`config.mk`:
```
export PLATFORM = sky130hd
export DESIGN_NAME = pamx_top
export DESIGN_NICKNAME = d
export VERILOG_FILES = /design/src/rtl/pamx_pkg.sv /design/src/rtl/pamx_pin.sv /design/src/rtl/pamx_top.sv
export VERILOG_INCLUDE_DIRS = /design/src /design/src/rtl
export SDC_FILE = /design/constraint.sdc
export NUM_CORES = 1
export LEC_CHECK = 0
export BUFFER_PORTS_ARGS = -buffer_cell sky130_fd_sc_hd__buf_2
export CAP_MARGIN = 20
export CORE_MARGIN = 2
export CORE_UTILIZATION = 47
export DETAILED_ROUTE_END_ITERATION = 7
export MAX_ROUTING_LAYER = met4
export PLACE_DENSITY = 0.8
export REMOVE_ABC_BUFFERS = 1
export SETUP_SLACK_MARGIN = 0.2
export SYNTH_ARGS = -nofsm -noshare
export SYNTH_HDL_FRONTEND = slang
export SYNTH_HIERARCHICAL = 1
export SYNTH_SLANG_ARGS = --single-unit
export TNS_END_PERCENT = 100
```
`constraint.sdc`:
```
create_clock -name i_core_clk -period 2.9 [get_ports i_core_clk]
set_input_delay 0.29 -clock i_core_clk [delete_from_list [all_inputs] [get_ports i_core_clk]]
set_output_delay 0.29 -clock i_core_clk [all_outputs]
set_load 0.005 [all_outputs]
```
`src/rtl/pamx_regs.svh`:
```
// Constants for the port A alternate function mux.
// Assumes inclusion by bare name from files under rtl/.
`ifndef PAMX_REGS_SVH
`define PAMX_REGS_SVH

// Port width and pin positions of the alternate functions
`define PAMX_NUM_PINS 8
`define PAMX_PIN_REF 0
`define PAMX_PIN_CMP_POS 1
`define PAMX_PIN_CMP_NEG 2
`define PAMX_PIN_CNT0 3
`define PAMX_PIN_SCLK 4
`define PAMX_PIN_DO 5
`define PAMX_PIN_SDA 6
`define PAMX_PIN_ICP 7

// Wire-mode code that selects three-wire operation
`define PAMX_WM_THREE_WIRE 2'h1

// Reset values of the registered pad controls
`define PAMX_RST_DRIVE 8'h00
`define PAMX_RST_OE_N 8'hff
`define PAMX_RST_PULLUP 8'h00
`define PAMX_RST_INPUT_EN 8'h00

`endif

```
`src/rtl/pamx_pkg.sv`:
```
// Types shared by the port A alternate function mux.
// Assumes pamx_regs.svh holds the matching constants.
package pamx_pkg;

   // Override bundle for one pin
   typedef struct packed {
      logic pullup_override_enable;
      logic pullup_override_value;
      logic direction_override_enable;
      logic direction_override_value;
      logic port_value_override_enable;
      logic port_value_override_value;
      logic toggle_override_enable;
      logic input_enable_override_enable;
      logic input_enable_override_value;
   } pamx_ovr_type;

   // Peripheral configuration bits that steer the overrides
   typedef struct packed {
      logic reference_select_bit0;
      logic wire_mode_bit1;
      logic wire_mode_bit0;
      logic start_condition_int_enable;
      logic pin_change_group0_enable;
      logic [7:0] pin_change_mask;
      logic [7:0] analog_input_digital_disable;
      logic timer1_compare_a_en;
      logic timer1_compare_b_en;
      logic timer0_compare_b_en;
   } pamx_ctrl_type;

   // Output signals of the peripherals
   typedef struct packed {
      logic timer1_compare_a_out;
      logic timer1_compare_b_out;
      logic timer0_compare_b_out;
      logic serial_data_out;
      logic two_wire_data_out;
   } pamx_periph_out_type;

   // Normal port register bits
   typedef struct packed {
      logic [7:0] port_value;
      logic [7:0] direction;
      logic pullup_disable;
      logic sleep;
   } pamx_port_type;

   // Controls toward the pads
   typedef struct packed {
      logic [7:0] drive;
      logic [7:0] output_enable_n;
      logic [7:0] pullup_enable;
      logic [7:0] input_enable;
   } pamx_pad_bus_type;

   // Pin signals toward the peripherals
   typedef struct packed {
      logic [7:0] pin_change_source;
      logic [7:0] converter_channel;
      logic timer0_count_input;
      logic timer1_count_input;
      logic serial_clock_three_wire;
      logic serial_data_in_three_wire;
      logic timer1_capture_input;
      logic comparator_positive_input;
      logic comparator_negative_input;
   } pamx_periph_in_type;

   // Whole registered state of the mux
   typedef struct packed {
      pamx_pad_bus_type pad;
      pamx_periph_in_type periph;
   } pamx_state_type;

endpackage

```
`src/rtl/pamx_pin.sv`:
```
// Generic override combiner for one port pin.
// Assumes the caller registers the results; purely combinational.
`timescale 1ns/1ps
module pamx_pin
   import pamx_pkg::*;
(
   input wire pamx_ovr_type i_ovr,
   input wire logic i_port_value,
   input wire logic i_direction,
   input wire logic i_pullup_disable,
   input wire logic i_sleep,
   input wire logic i_pad_level,
   output logic o_drive,
   output logic o_output_enable_n,
   output logic o_pullup_enable,
   output logic o_input_enable,
   output logic o_digital_in
);

   logic driver_on;
   logic port_bit;

   // Output driver and driven value
   always_comb begin
      if (i_ovr.direction_override_enable) begin
         driver_on = i_ovr.direction_override_value; // see RULE20
      end else begin
         driver_on = i_direction;
      end
      port_bit = i_ovr.toggle_override_enable ? ~i_port_value : i_port_value;
      if (i_ovr.port_value_override_enable && driver_on) begin
         o_drive = i_ovr.port_value_override_value; // see RULE19
      end else begin
         o_drive = port_bit;
      end
      o_output_enable_n = ~driver_on;
   end

   // Pull-up; the plain case needs input direction and no global disable
   always_comb begin
      if (i_ovr.pullup_override_enable) begin
         o_pullup_enable = i_ovr.pullup_override_value;
      end else begin
         o_pullup_enable = ~i_direction & i_port_value & ~i_pullup_disable;
      end
   end

   // Input enable; sleep clamps unless an alternate function needs the pin
   always_comb begin
      if (i_ovr.input_enable_override_enable) begin
         o_input_enable = i_ovr.input_enable_override_value; // see RULE21
      end else begin
         o_input_enable = ~i_sleep;
      end
      o_digital_in = i_pad_level & o_input_enable;
   end

endmodule

```
`src/rtl/pamx_top.sv`:
```
// Port A alternate function mux: overrides and pin routing for eight pins.
// Assumes pad levels and peripheral signals are synchronous to i_core_clk.
//
// What this block does
// RULE1 - Pin n analog path feeds converter channel n
// RULE2 - Reference select releases pull-up and driver pin 0
// RULE3 - Pin n feeds pin change source n
// RULE4 - Software: comparator pins input, pull-up off
// RULE5 - Pin 3 input counts timer 0
// RULE6 - Pin 4 is serial clock and timer 1 count
// RULE7 - Three-wire data out drives pin 5 when output
// RULE8 - Pin 5 port bit still controls its pull-up
// RULE9 - Software sets direction before compare outputs appear
// RULE10 - Software makes pin 6 input for serial data
// RULE11 - Pin 7 input feeds timer 1 capture
// RULE12 - Pin 6 open-drain direction under wire mode
// RULE13 - Pin 6 value is compare A, gated by two-wire
// RULE14 - Pin 5 value is serial out or compare B
// RULE15 - Pin 7 value is timer 0 compare B
// RULE16 - Pin 6 input enable includes start-condition enable
// RULE17 - Pins 5, 7 input enable from pin-change, disable
// RULE18 - Pins 5 to 7 never override pull-up or toggle
// RULE19 - Port value override replaces port bit when driving
// RULE20 - Direction override replaces direction bit
// RULE21 - Input enable override beats sleep state
`include "pamx_regs.svh"
`timescale 1ns/1ps
module pamx_top
   import pamx_pkg::*;
(
   input wire logic i_core_clk,
   input wire logic i_rst,
   input wire pamx_port_type i_port,
   input wire pamx_ctrl_type i_ctrl,
   input wire pamx_periph_out_type i_periph,
   input wire logic [7:0] i_pad_level,
   output pamx_pad_bus_type o_pad,
   output pamx_periph_in_type o_periph
);

   pamx_state_type state_q;
   pamx_state_type state_d;
   pamx_ovr_type [7:0] ovr;
   logic [7:0] pin_drive;
   logic [7:0] pin_oe_n;
   logic [7:0] pin_pullup;
   logic [7:0] pin_input_en;
   logic [7:0] pin_digital;
   logic three_wire;
   logic pc_term5;
   logic pc_term6;
   logic pc_term7;
   logic sda_hold;

   // Three-wire decode and pin-change terms used by several pins
   assign three_wire = ({i_ctrl.wire_mode_bit1, i_ctrl.wire_mode_bit0} ==
                        `PAMX_WM_THREE_WIRE);
   assign pc_term5 = i_ctrl.pin_change_mask[`PAMX_PIN_DO] & i_ctrl.pin_change_group0_enable;
   assign pc_term6 = i_ctrl.pin_change_mask[`PAMX_PIN_SDA] & i_ctrl.pin_change_group0_enable;
   assign pc_term7 = i_ctrl.pin_change_mask[`PAMX_PIN_ICP] & i_ctrl.pin_change_group0_enable;
   assign sda_hold = i_ctrl.wire_mode_bit1 & i_port.direction[`PAMX_PIN_SDA];

   // Override signals per pin; every field starts at zero
   always_comb begin
      ovr = '0;
      // Low pins keep the plain pin-change input enable
      for (int n = 0; n < 5; n++) begin
         ovr[n].input_enable_override_enable =
            (i_ctrl.pin_change_mask[n] & i_ctrl.pin_change_group0_enable) |
            i_ctrl.analog_input_digital_disable[n];
         ovr[n].input_enable_override_value =
            i_ctrl.pin_change_mask[n] & i_ctrl.pin_change_group0_enable;
      end
      // External reference use frees pin 0 from pull-up and driver
      ovr[`PAMX_PIN_REF].pullup_override_enable = i_ctrl.reference_select_bit0; // see RULE2
      ovr[`PAMX_PIN_REF].direction_override_enable = i_ctrl.reference_select_bit0; // see RULE2
      ovr[`PAMX_PIN_REF].port_value_override_enable = i_ctrl.reference_select_bit0;
      // Serial clock pin also listens for the start condition
      ovr[`PAMX_PIN_SCLK].input_enable_override_enable =
         ovr[`PAMX_PIN_SCLK].input_enable_override_enable |
         i_ctrl.start_condition_int_enable;
      ovr[`PAMX_PIN_SCLK].input_enable_override_value =
         ovr[`PAMX_PIN_SCLK].input_enable_override_value |
         i_ctrl.start_condition_int_enable;
      // Pin 5: serial data out or timer 1 compare B
      ovr[`PAMX_PIN_DO].port_value_override_enable =
         three_wire | i_ctrl.timer1_compare_b_en; // see RULE14
      ovr[`PAMX_PIN_DO].port_value_override_value =
         three_wire ? i_periph.serial_data_out : i_periph.timer1_compare_b_out; // see RULE7
      ovr[`PAMX_PIN_DO].input_enable_override_enable =
         pc_term5 | i_ctrl.analog_input_digital_disable[`PAMX_PIN_DO]; // see RULE17
      ovr[`PAMX_PIN_DO].input_enable_override_value = pc_term5; // see RULE17
      // Pin 6: open-drain two-wire data or timer 1 compare A
      ovr[`PAMX_PIN_SDA].direction_override_enable = i_ctrl.wire_mode_bit1; // see RULE12
      ovr[`PAMX_PIN_SDA].direction_override_value =
         (~i_periph.two_wire_data_out | ~i_port.port_value[`PAMX_PIN_SDA]) &
         i_port.direction[`PAMX_PIN_SDA]; // see RULE12
      ovr[`PAMX_PIN_SDA].port_value_override_enable =
         sda_hold | i_ctrl.timer1_compare_a_en; // see RULE13
      ovr[`PAMX_PIN_SDA].port_value_override_value =
         ~sda_hold & i_periph.timer1_compare_a_out; // see RULE13
      ovr[`PAMX_PIN_SDA].input_enable_override_enable =
         i_ctrl.start_condition_int_enable | pc_term6 |
         i_ctrl.analog_input_digital_disable[`PAMX_PIN_SDA]; // see RULE16
      ovr[`PAMX_PIN_SDA].input_enable_override_value =
         i_ctrl.start_condition_int_enable | pc_term6; // see RULE16
      // Pin 7: timer 0 compare B
      ovr[`PAMX_PIN_ICP].port_value_override_enable = i_ctrl.timer0_compare_b_en; // see RULE15
      ovr[`PAMX_PIN_ICP].port_value_override_value = i_periph.timer0_compare_b_out; // see RULE15
      ovr[`PAMX_PIN_ICP].input_enable_override_enable =
         pc_term7 | i_ctrl.analog_input_digital_disable[`PAMX_PIN_ICP]; // see RULE17
      ovr[`PAMX_PIN_ICP].input_enable_override_value = pc_term7; // see RULE17
      // Pull-up stays with the port bit on the upper pins; see RULE8
      for (int n = 5; n < 8; n++) begin
         ovr[n].pullup_override_enable = 1'b0; // see RULE18
         ovr[n].pullup_override_value = 1'b0; // see RULE18
         ovr[n].toggle_override_enable = 1'b0; // see RULE18
      end
   end

   // One combiner per pin
   genvar g;
   generate
      for (g = 0; g < `PAMX_NUM_PINS; g++) begin : gen_pin
         pamx_pin u_pin (
            .i_ovr(ovr[g]),
            .i_port_value(i_port.port_value[g]),
            .i_direction(i_port.direction[g]),
            .i_pullup_disable(i_port.pullup_disable),
            .i_sleep(i_port.sleep),
            .i_pad_level(i_pad_level[g]),
            .o_drive(pin_drive[g]),
            .o_output_enable_n(pin_oe_n[g]),
            .o_pullup_enable(pin_pullup[g]),
            .o_input_enable(pin_input_en[g]),
            .o_digital_in(pin_digital[g])
         );
      end
   endgenerate

   // Next state: pad controls and peripheral-side routing
   always_comb begin
      state_d = state_q;
      state_d.pad.drive = pin_drive;
      state_d.pad.output_enable_n = pin_oe_n;
      state_d.pad.pullup_enable = pin_pullup;
      state_d.pad.input_enable = pin_input_en;
      // Analog path is unclamped; the pad level stands in for the voltage
      state_d.periph.converter_channel = i_pad_level; // see RULE1
      state_d.periph.pin_change_source = pin_digital; // see RULE3
      state_d.periph.comparator_positive_input = i_pad_level[`PAMX_PIN_CMP_POS];
      state_d.periph.comparator_negative_input = i_pad_level[`PAMX_PIN_CMP_NEG];
      state_d.periph.timer0_count_input = pin_digital[`PAMX_PIN_CNT0]; // see RULE5
      state_d.periph.serial_clock_three_wire = pin_digital[`PAMX_PIN_SCLK]; // see RULE6
      state_d.periph.timer1_count_input = pin_digital[`PAMX_PIN_SCLK]; // see RULE6
      // Data input needs pin 6 set as input by software; see RULE10
      state_d.periph.serial_data_in_three_wire = pin_digital[`PAMX_PIN_SDA];
      state_d.periph.timer1_capture_input = pin_digital[`PAMX_PIN_ICP]; // see RULE11
      if (i_rst) begin
         state_d = '0;
         state_d.pad.drive = `PAMX_RST_DRIVE;
         state_d.pad.output_enable_n = `PAMX_RST_OE_N;
         state_d.pad.pullup_enable = `PAMX_RST_PULLUP;
         state_d.pad.input_enable = `PAMX_RST_INPUT_EN;
      end
   end

   // Register everything; one cycle of latency buys glitch-free pads
   always_ff @(posedge i_core_clk) begin
      state_q <= state_d;
   end

   assign o_pad = state_q.pad;
   assign o_periph = state_q.periph;

   // Checks on the registered outputs, one cycle after their cause
   a_adc_channel_map: assert property (@(posedge i_core_clk) disable iff (i_rst) // see RULE1
      !$past(i_rst) |-> o_periph.converter_channel == $past(i_pad_level))
      else $error("converter channel does not follow its pin");

   a_ref_pin_release: assert property (@(posedge i_core_clk) disable iff (i_rst) // see RULE2
      $past(i_ctrl.reference_select_bit0) && !$past(i_rst) |->
      o_pad.output_enable_n[0] && !o_pad.pullup_enable[0])
      else $error("pin 0 driven or pulled up under external reference");

   a_pcint_clamped: assert property (@(posedge i_core_clk) disable iff (i_rst) // see RULE3
      !$past(i_rst) |->
      o_periph.pin_change_source == ($past(i_pad_level) & o_pad.input_enable))
      else $error("pin change source differs from clamped pin input");

   a_timer_inputs: assert property (@(posedge i_core_clk) disable iff (i_rst) // see RULE5
      !$past(i_rst) |->
      o_periph.timer0_count_input == ($past(i_pad_level[3]) & o_pad.input_enable[3]) &&
      o_periph.timer1_capture_input == ($past(i_pad_level[7]) & o_pad.input_enable[7]))
      else $error("timer input not routed from its pin");

   a_serial_clock_pin: assert property (@(posedge i_core_clk) disable iff (i_rst) // see RULE6
      !$past(i_rst) |->
      o_periph.serial_clock_three_wire == ($past(i_pad_level[4]) & o_pad.input_enable[4]) &&
      o_periph.timer1_count_input == ($past(i_pad_level[4]) & o_pad.input_enable[4]))
      else $error("pin 4 not routed to serial clock and timer 1");

   a_do_drive: assert property (@(posedge i_core_clk) disable iff (i_rst) // see RULE7
      !$past(i_rst) && $past(three_wire) && $past(i_port.direction[5]) |->
      !o_pad.output_enable_n[5] && o_pad.drive[5] == $past(i_periph.serial_data_out))
      else $error("pin 5 does not drive serial data out");

   a_do_pullup: assert property (@(posedge i_core_clk) disable iff (i_rst) // see RULE8
      !$past(i_rst) && $past(three_wire) |->
      o_pad.pullup_enable[5] == $past(~i_port.direction[5] & i_port.port_value[5] &
                                      ~i_port.pullup_disable))
      else $error("pin 5 pull-up not taken from port bit");

   a_sda_open_drain: assert property (@(posedge i_core_clk) disable iff (i_rst) // see RULE12
      !$past(i_rst) && $past(i_ctrl.wire_mode_bit1) |->
      o_pad.output_enable_n[6] == !$past((~i_periph.two_wire_data_out |
         ~i_port.port_value[6]) & i_port.direction[6]))
      else $error("pin 6 direction not open-drain in two-wire mode");

   // Drive value only counts while the driver is on; open-drain release shows the port bit
   a_cmp1a_value: assert property (@(posedge i_core_clk) disable iff (i_rst) // see RULE13
      !$past(i_rst) && $past(i_ctrl.timer1_compare_a_en) && $past(i_port.direction[6]) |->
      o_pad.output_enable_n[6] || o_pad.drive[6] == ($past(i_periph.timer1_compare_a_out) &&
         !$past(i_ctrl.wire_mode_bit1)))
      else $error("pin 6 value not compare A gated by two-wire");

   a_cmp1b_value: assert property (@(posedge i_core_clk) disable iff (i_rst) // see RULE14
      !$past(i_rst) && !$past(three_wire) && $past(i_ctrl.timer1_compare_b_en) &&
      $past(i_port.direction[5]) |->
      o_pad.drive[5] == $past(i_periph.timer1_compare_b_out))
      else $error("pin 5 value not compare B");

   a_cmp0b_value: assert property (@(posedge i_core_clk) disable iff (i_rst) // see RULE15
      !$past(i_rst) && $past(i_ctrl.timer0_compare_b_en) && $past(i_port.direction[7]) |->
      !o_pad.output_enable_n[7] && o_pad.drive[7] == $past(i_periph.timer0_compare_b_out))
      else $error("pin 7 value not timer 0 compare B");

   a_start_cond_wake: assert property (@(posedge i_core_clk) disable iff (i_rst) // see RULE16
      !$past(i_rst) && $past(i_ctrl.start_condition_int_enable) |->
      o_pad.input_enable[6] && o_pad.input_enable[4])
      else $error("start-condition enable does not open pin 6 input");

   a_digital_disable: assert property (@(posedge i_core_clk) disable iff (i_rst) // see RULE17
      !$past(i_rst) && $past(i_ctrl.analog_input_digital_disable[7]) && !$past(pc_term7) |->
      !o_pad.input_enable[7])
      else $error("pin 7 input not disabled by analog disable bit");

   a_upper_pullup: assert property (@(posedge i_core_clk) disable iff (i_rst) // see RULE18
      !$past(i_rst) && $past(i_port.direction[7]) |-> !o_pad.pullup_enable[7])
      else $error("pin 7 pulled up while output");

   a_sleep_override: assert property (@(posedge i_core_clk) disable iff (i_rst) // see RULE21
      !$past(i_rst) && $past(i_port.sleep) && !$past(ovr[3].input_enable_override_enable) |->
      !o_pad.input_enable[3])
      else $error("pin 3 input open during sleep without override");

   a_plain_direction: assert property (@(posedge i_core_clk) disable iff (i_rst) // see RULE20
      !$past(i_rst) |-> o_pad.output_enable_n[1] == !$past(i_port.direction[1]))
      else $error("pin 1 driver does not follow its direction bit");

   // Pin 5 stays undriven as an input even in three-wire mode
   a_do_input_hiz: assert property (@(posedge i_core_clk) disable iff (i_rst) // see RULE7
      !$past(i_rst) && $past(three_wire) && !$past(i_port.direction[5]) |->
      o_pad.output_enable_n[5])
      else $error("pin 5 driven while its direction is input");

   a_plain_drive7: assert property (@(posedge i_core_clk) disable iff (i_rst) // see RULE19
      !$past(i_rst) && !$past(i_ctrl.timer0_compare_b_en) && $past(i_port.direction[7]) |->
      o_pad.drive[7] == $past(i_port.port_value[7]))
      else $error("pin 7 does not drive its port bit");

   // Upper pins never override the pull-up, so the plain formula must hold
   a_upper_pullups: assert property (@(posedge i_core_clk) disable iff (i_rst) // see RULE18
      !$past(i_rst) |->
      o_pad.pullup_enable[7:5] == $past(~i_port.direction[7:5] & i_port.port_value[7:5] &
         {3{~i_port.pullup_disable}}))
      else $error("upper pin pull-up not taken from port bits");

   a_ref_pullup_plain: assert property (@(posedge i_core_clk) disable iff (i_rst) // see RULE2
      !$past(i_rst) && !$past(i_ctrl.reference_select_bit0) |->
      o_pad.pullup_enable[0] == $past(~i_port.direction[0] & i_port.port_value[0] &
         ~i_port.pullup_disable))
      else $error("pin 0 pull-up lost without external reference");

   // Input overrides open or close a pin whatever the sleep state
   a_do_input_off: assert property (@(posedge i_core_clk) disable iff (i_rst) // see RULE17
      !$past(i_rst) && $past(i_ctrl.analog_input_digital_disable[5]) && !$past(pc_term5) |->
      !o_pad.input_enable[5])
      else $error("pin 5 input not disabled by analog disable bit");

   a_pc6_input_open: assert property (@(posedge i_core_clk) disable iff (i_rst) // see RULE16
      !$past(i_rst) && $past(pc_term6) |-> o_pad.input_enable[6])
      else $error("pin 6 input closed despite pin-change use");

   a_pc_beats_sleep: assert property (@(posedge i_core_clk) disable iff (i_rst) // see RULE21
      !$past(i_rst) && $past(i_port.sleep) && $past(pc_term7) |-> o_pad.input_enable[7])
      else $error("pin 7 input clamped in sleep despite pin-change use");

   a_wake_plain: assert property (@(posedge i_core_clk) disable iff (i_rst) // see RULE21
      !$past(i_rst) && !$past(i_port.sleep) &&
      !$past(ovr[3].input_enable_override_enable) |-> o_pad.input_enable[3])
      else $error("pin 3 input closed while awake");

endmodule

```
**After elaboration in Yosys (flattened, before gate mapping)**

Index checks and enable logic that the tools add are counted.
Widths: inputs -> output; s select.

- Logic and storage cells: 99
- Bits of input ports: 57
- Register bits after elaboration: 54
- Output and inout bits: 55

- Equality and inequality tests: 1
- Bitwise operators: 64
- Mux-type cells: 14
- Reductions and logical operators: 6

Operators with widths:

| kind | count |
|---|---|
| $and 1x1->1 | 35 |
| $not 1->1 | 15 |
| $mux 1 | 14 |
| $or 1x1->1 | 14 |
| $logic_and 1x1->1 | 4 |
| $reduce_or 2->1 | 2 |
| $eq 2x1->1 const B | 1 |

**Longest topological paths before layout**

Gate-level depths: netlist of run 1.

- Word-level depth: 6
- Depth in mapped cells: 6
- Depth with buffers taken out: 6

**By module**

The synthesis of run 1 kept the hierarchy.

Modules (own cells, without submodules):

| module | area each (um2) | instances | sequential area each (um2) | cells an instance |
|---|---|---|---|---|
| pamx_top | 1503.9 | 1 | 960.9 | 131 |
| pamx_pin | 67.6 | 8 | 0.0 | 11 |

**Worst setup path before layout of run 1**

No wires, ideal clock.

- Path type: input to register
- Start: input i_ctrl[21] (netlist bit)
- End: register state_q (netlist bit o_pad[29])
- Buffers on the path: 0
- Data arrival time: 1.132 ns
- Stages on the path: 4
- Setup slack: 1.654 ns
- Cells stage by stage: nor2b_1 > mux2_2 > o31a_1 > nor2b_1

RTL lines:

| item | line | source |
|---|---|---|
| from (decl) | pamx_top.sv:34 | `input wire pamx_ctrl_type i_ctrl,` |
| to (signal assigned) | pamx_top.sv:170 | `state_q <= state_d;` |
| to (decl) | pamx_top.sv:41 | `pamx_state_type state_q;` |

==> flow_summary_export.csv, run 1 <==
group,metric,value,unit
run_status,status,"finished, final reports clean",
layout,syn2layout_area_growth,39.5,%
global_route,grt_use_total,17.0,%
routing,wirelength,4060,um
power,p_leak,1.49,nW
synthesis,ys_ff_latch,48,
timing,setup_viol,0,
timing,rsz0062_at_grt,"no",
routing,via_count,1799,
synthesis,syn_avg_cell_area,9.34,um^2
timing,fin_crit,1.17,ns
synthesis,synthCells,219,
clocking,clkSinkCount,48,
clocking,postCtsSetupBuffers,0,
layout,final_common_cell,"buf_2",
critical_path,crit_start,"i_ctrl[22]",
power,power.density,462,nW/um^2
synthesis,yosysTopAreaCell,"dfxtp_1",
layout,nets,433,
power,peakVddDrop,0.291,mV
clocking,cts_buffers,5,
layout,n_antenna_cell,0,
placed_design,pre_cts_ws,1.40,ns
placed_design,dpl.cell_count,419,
critical_path,crit_arrival,1.32,ns
timing,max_freq,856,MHz
global_route,grt_overflow_total,0,
global_route,grt_pass1_vias,1621,
routing,drt_pass1_iterations,4,
routing,routedWlPerCell,9.50,um
clocking,cts_tree,"done",
floorplan,initial_utilization,50.0,%
clocking,hold_buffers,0,
clocking,cts_root_buf,"clkbuf_8",
timing,worstMarginPinSlew,0.783,ns
critical_path,setup.worst_path.end_class,"flip-flop",
routing,post-route-drc-count,0,
clocking,clkTransAtPathRegs,0.08,ns
timing,finalWorstSetupSlack,1.73,ns
global_route,grt_pass1_wl,6680,um
placed_design,io_buffers,111,
timing,fin_crit_sh,40.3,%
timing,slew_violations,0,
synthesis,yosysWarnings,6,
synthesis,syn_area,2040,um^2
layout,drive_gt1_share,32.1,%
clocking,cts_resized,0,
layout,fin_cells,427,
critical_path,worstPathMaxFanout,4,
floorplan,fp-row-count,23,
floorplan,die_w,70.0,um
synthesis,synthTopCellsByArea,"dfxtp_1 (47%), nor2b_1 (13%), or2_1 (4.9%), and2_1 (4.3%), mux2i_1 (3.9%)",
critical_path,worst_setup_path_start_kind,"input port",
global_route,grt_max_degree,49,
timing,relSlewSlack,47.8,%
clocking,clockBufferDepth,2,
placed_design,dpl_cell_area,2760,um^2
global_route,antenna_found_initial,0,
critical_path,required,3.05,ns
layout,fill_cells,359,
clocking,htree_levels,2,
worst_hold_path,hold_start,"i_pad_level[6]",
routing,postRouteAntennaNets,0,
job,drv_cap,0,
critical_path,worst-setup-path-type,"in -> reg",
floorplan,dieArea,4890,um^2
layout,utilization,69.8,%
routing,avgViaCountPerCell,4.21,
synthesis,yosysSeqAreaShare,47.0,%
layout,mostFrequentLayoutCells,"buf_2 (111), conb_1 (52), dfxtp_1 (48)",
layout,finalInstanceArea,2850,um^2
placed_design,dp_hpwl,3280,um
floorplan,core-area,4090,um^2
floorplan,ios,112,
routing,drt_iter0_markers,22,
timing,fin_tns_setup,0,ns
worst_hold_path,hp-class,"in -> reg",
floorplan,die_h,70.0,um
synthesis,synth_cell_types,20,
synthesis,yosysTopAreaCellShare,47.0,%
timing,hold_violations,0,
placed_design,place_congestion,0.773,
-- final timing paths --
check	to	slack, ns	cells past startpoint
max	o_pad[29]$_SDFF_PP0_	1.73	5
min	o_periph[13]$_SDFF_PP0_	0.22	2
-- critical path: stages --
cell and delay [ns]:
buf_2 0.12, nor2b_1 0.16, mux2_2 0.36, o31a_1 0.27, nor2b_1 0.12
-- cell families (layout without fill, tap and decap cells) --
logic type                Yosys count  count (layout)  share of synthesized area [%]
and+or+nand+nor                    88              88                           25.0
DFF                                48              48                           47.0
AOI/OAI and AO/OA                  37              37                           12.6
buffers and inverters              28             135                           7.34
muxes                               9               9                           4.47
xor gates and xnor gates            8               8                           3.43
other                               1              52                          0.183
-- cells in the mapped netlist --
library cell,n
or2_2,1
a21o_1,3
dfxtp_1,48
nand2_1,16
and2_1,14
or2_1,16
mux2_2,1
xnor2_1,8
mux2i_1,8
o41ai_1,8
buf_4,7
o21ai_0,8
a21boi_0,2
nor2b_1,41
buf_2,3
o21ai_1,8
buf_6,2
conb_1,1
inv_1,16
o31a_1,8
-- per-layer routing --
metal	up-vias	part of all wire [%]	global-route usage (%)
li1	967	-	-
met1	778	39	18.4
met2	50	55	31.7
met3	4	5.0	2.31
met4	0	0.96	5.77
met5	-	0	-
-- stage by stage --
stage	hold WS, ns	total power [mW]
2_1_floorplan	0.362	0.842
3_3_place_gp	0.513	0.947
3_5_place_dp	0.518	0.954
4_1_cts	0.210	1.34
5_1_grt	0.217	1.39
6_report	0.216	1.32
-- power breakdown --
group | internal (mW) | switching (mW) | leakage (nW)
sequential | 0.700 | 0.00904 | 0.398
clock | 0.168 | 0.211 | 0.0479
combinational | 0.124 | 0.104 | 1.04
-- cell type report --
class	count	area (um^2)	share of cell area, %
clock buffer	5	68.8	2.41
clock inverter	3	18.8	0.658
inverter	16	60.1	2.11
multi-input combinational	194	1120	39.4
sequential	48	961	33.7
tap	50	62.6	2.19
timing repair buffer	111	556	19.5
-- state kept, by name, summed over array words and instances (netlist names) --
signal	count
o_periph	16
o_pad	32
Power figures use the tool's default switching activity.
==> run 2, diff against run 1 <==
Settings changed: CORE_UTILIZATION 47 to 40, PLACE_DENSITY 0.8 to 0.72.
Clock period 2.9 ns to 1 ns, I/O delays scaled along.
==> run 2 against run 1 <==
Against the previous run:
- sequential cell count did not move
- sequential share of layout area fell by 2.2 points
- clock-buffer cell count did not move
- final area rose by 9.8%
- clock power rose to 3.7 times the previous value
- power rose to 3.2 times the previous value
==> flow_summary_export.csv, run 2 (same netlist as run 1, synthesis figures left out) <==
group,metric,value,unit
timing,rsz0062_at_grt,"yes",
critical_path,path_delay_family,"flip-flops",
global_route,grt_use_total,13.7,%
routing,wirelength,4230,um
critical_path,cpMaxStageDelayCell,"dfxtp_2",
power,p_clk_share,33.2,%
critical_path,worst_setup_path_start_kind,"flip-flop",
routing,drt_iter0_markers,11,
timing,holdWs,0.0154,ns
timing,setup_viol,0,
timing,slew_violations,0,
clocking,clkTransAtPathRegs,0.09,ns
routing,avgViaCountPerCell,3.98,
global_route,grt_max_degree,38,
power,p_sw_share,23.7,%
critical_path,worstPathMaxFanout,2,
layout,ff_latch_area,986,um^2
placed_design,dp_hpwl,3210,um
critical_path,crit_start,"o_periph[18]$_SDFF_PP0_",
layout,syn2layout_area_growth,53.1,%
layout,fill_cells,457,
clocking,cts_tree,"done",
routing,drt_pass1_iterations,4,
global_route,antenna_found_initial,0,
critical_path,cpPeakStageDelay,0.34,ns
clocking,clockBufferDepth,2,
layout,mostFrequentLayoutCells,"buf_2 (94), conb_1 (52), nor2b_1 (40)",
routing,via_count,1802,
floorplan,core-area,5010,um^2
floorplan,initial_utilization,40.8,%
critical_path,worst-setup-path-type,"reg -> out",
layout,drive_gt1_share,40.7,%
power,seq_power_share,48.9,%
critical_path,cp-endpoint,"o_periph[6]",
global_route,grt_overflow_total,0,
layout,nets,439,
timing,finalWorstSetupSlack,0.149,ns
run_status,status,"finished, final reports clean",
worst_hold_path,hold_start,"i_pad_level[5]",
timing,max_freq,1180,MHz
timing,fin_crit,0.851,ns
job,drv_cap,0,
timing,fin_tns_setup,0,ns
layout,largest_reg_flops,32,
timing,hold_violations,0,
floorplan,fp-row-count,26,
power,peakVddDrop,0.678,mV
power,p_switching,1.00,mW
critical_path,setup.worst_path.end_class,"output pin",
floorplan,die_h,75.5,um
clocking,cts_root_buf,"clkbuf_8",
placed_design,place_congestion,0.721,
power,p_int,3.23,mW
power,p_leak,1.58,nW
placed_design,pre_cts_ws,-0.229,ns
clocking,cts_buffers,5,
layout,n_antenna_cell,0,
routing,post-route-drc-count,0,
critical_path,path_depth,1,
floorplan,dieArea,5700,um^2
placed_design,io_buffers,111,
global_route,grt_pass1_wl,5690,um
floorplan,die_w,75.5,um
clocking,clkSinkCount,48,
critical_path,cp_num_buf_inv,1,
global_route,grt_pass1_vias,1417,
layout,utilization,62.5,%
power,combPwrFrac,17.9,%
critical_path,crit_arrival,0.75,ns
timing,fin_crit_sh,85.1,%
clocking,postCtsSetupBuffers,0,
routing,postRouteAntennaNets,0,
critical_path,required,0.90,ns
clocking,hold_buffers,0,
worst_hold_path,hp-class,"in -> reg",
routing,routedWlPerCell,9.35,um
power,power.density,1350,nW/um^2
floorplan,ios,112,
layout,multi_input_area,1160,um^2
clocking,htree_levels,2,
critical_path,cp_cell_sequence,"buf_6",
layout,final_common_cell,"buf_2",
power,power,4.24,mW
run 2: worst min path at each step:
stage / endpoint / slack, ns / depth (start not counted)
detailed placement: o_periph[9]$_SDFF_PP0_ / 0.33 / 2
CTS: o_periph[9]$_SDFF_PP0_ / 0.01 / 2
global route: o_periph[10]$_SDFF_PP0_ / 0.02 / 2
finish: o_periph[12]$_SDFF_PP0_ / 0.02 / 2
floorplan: o_pad[0]$_SDFF_PP0_ / 0.17 / 1
global placement: o_periph[11]$_SDFF_PP0_ / 0.32 / 2
run 2: cell type report:
class | count | share of cell area, %
clock buffers | 5 | 2.20
clock inverters | 3 | 1.48
inverters | 16 | 1.92
multi-input cells | 194 | 37.0
flip-flops and latches | 48 | 31.5
well taps | 70 | 2.80
repair buffers | 117 | 23.1
run 2: power groups by stage:
stage	Clock (mW)	Combinational, mW	Sequential [mW]
2_1_floorplan	0	0.315	2.13
3_3_place_gp	0	0.673	2.10
3_5_place_dp	0	0.685	2.10
4_1_cts	1.45	0.696	2.06
5_1_grt	1.51	0.853	2.09
6_report	1.41	0.757	2.07
run 2: per-stage QoR:
stage	std cells	area, um^2
after floorplan	258	2150
after global placement	445	2850
after detailed placement	445	2850
final	453	3130
after global routing	453	3130
after CTS	453	2990
run 2: repair_timing:
item | in CTS | in global routing
gates resized for setup | 13 | 46
pin swaps | 4 | 17
endpoints found under the setup margin | 64 | 64
run 2: per-layer routing:
| metal | share of wire, % | GRT usage [%] | vias to the layer above |
|---|---|---|---|
| met3 | 5.1 | 4.23 | 5 |
| met5 | 0 | - | - |
| met4 | 1.4 | 4.68 | 0 |
| met2 | 54 | 23.8 | 47 |
| met1 | 39 | 14.7 | 773 |
| li1 | - | - | 977 |
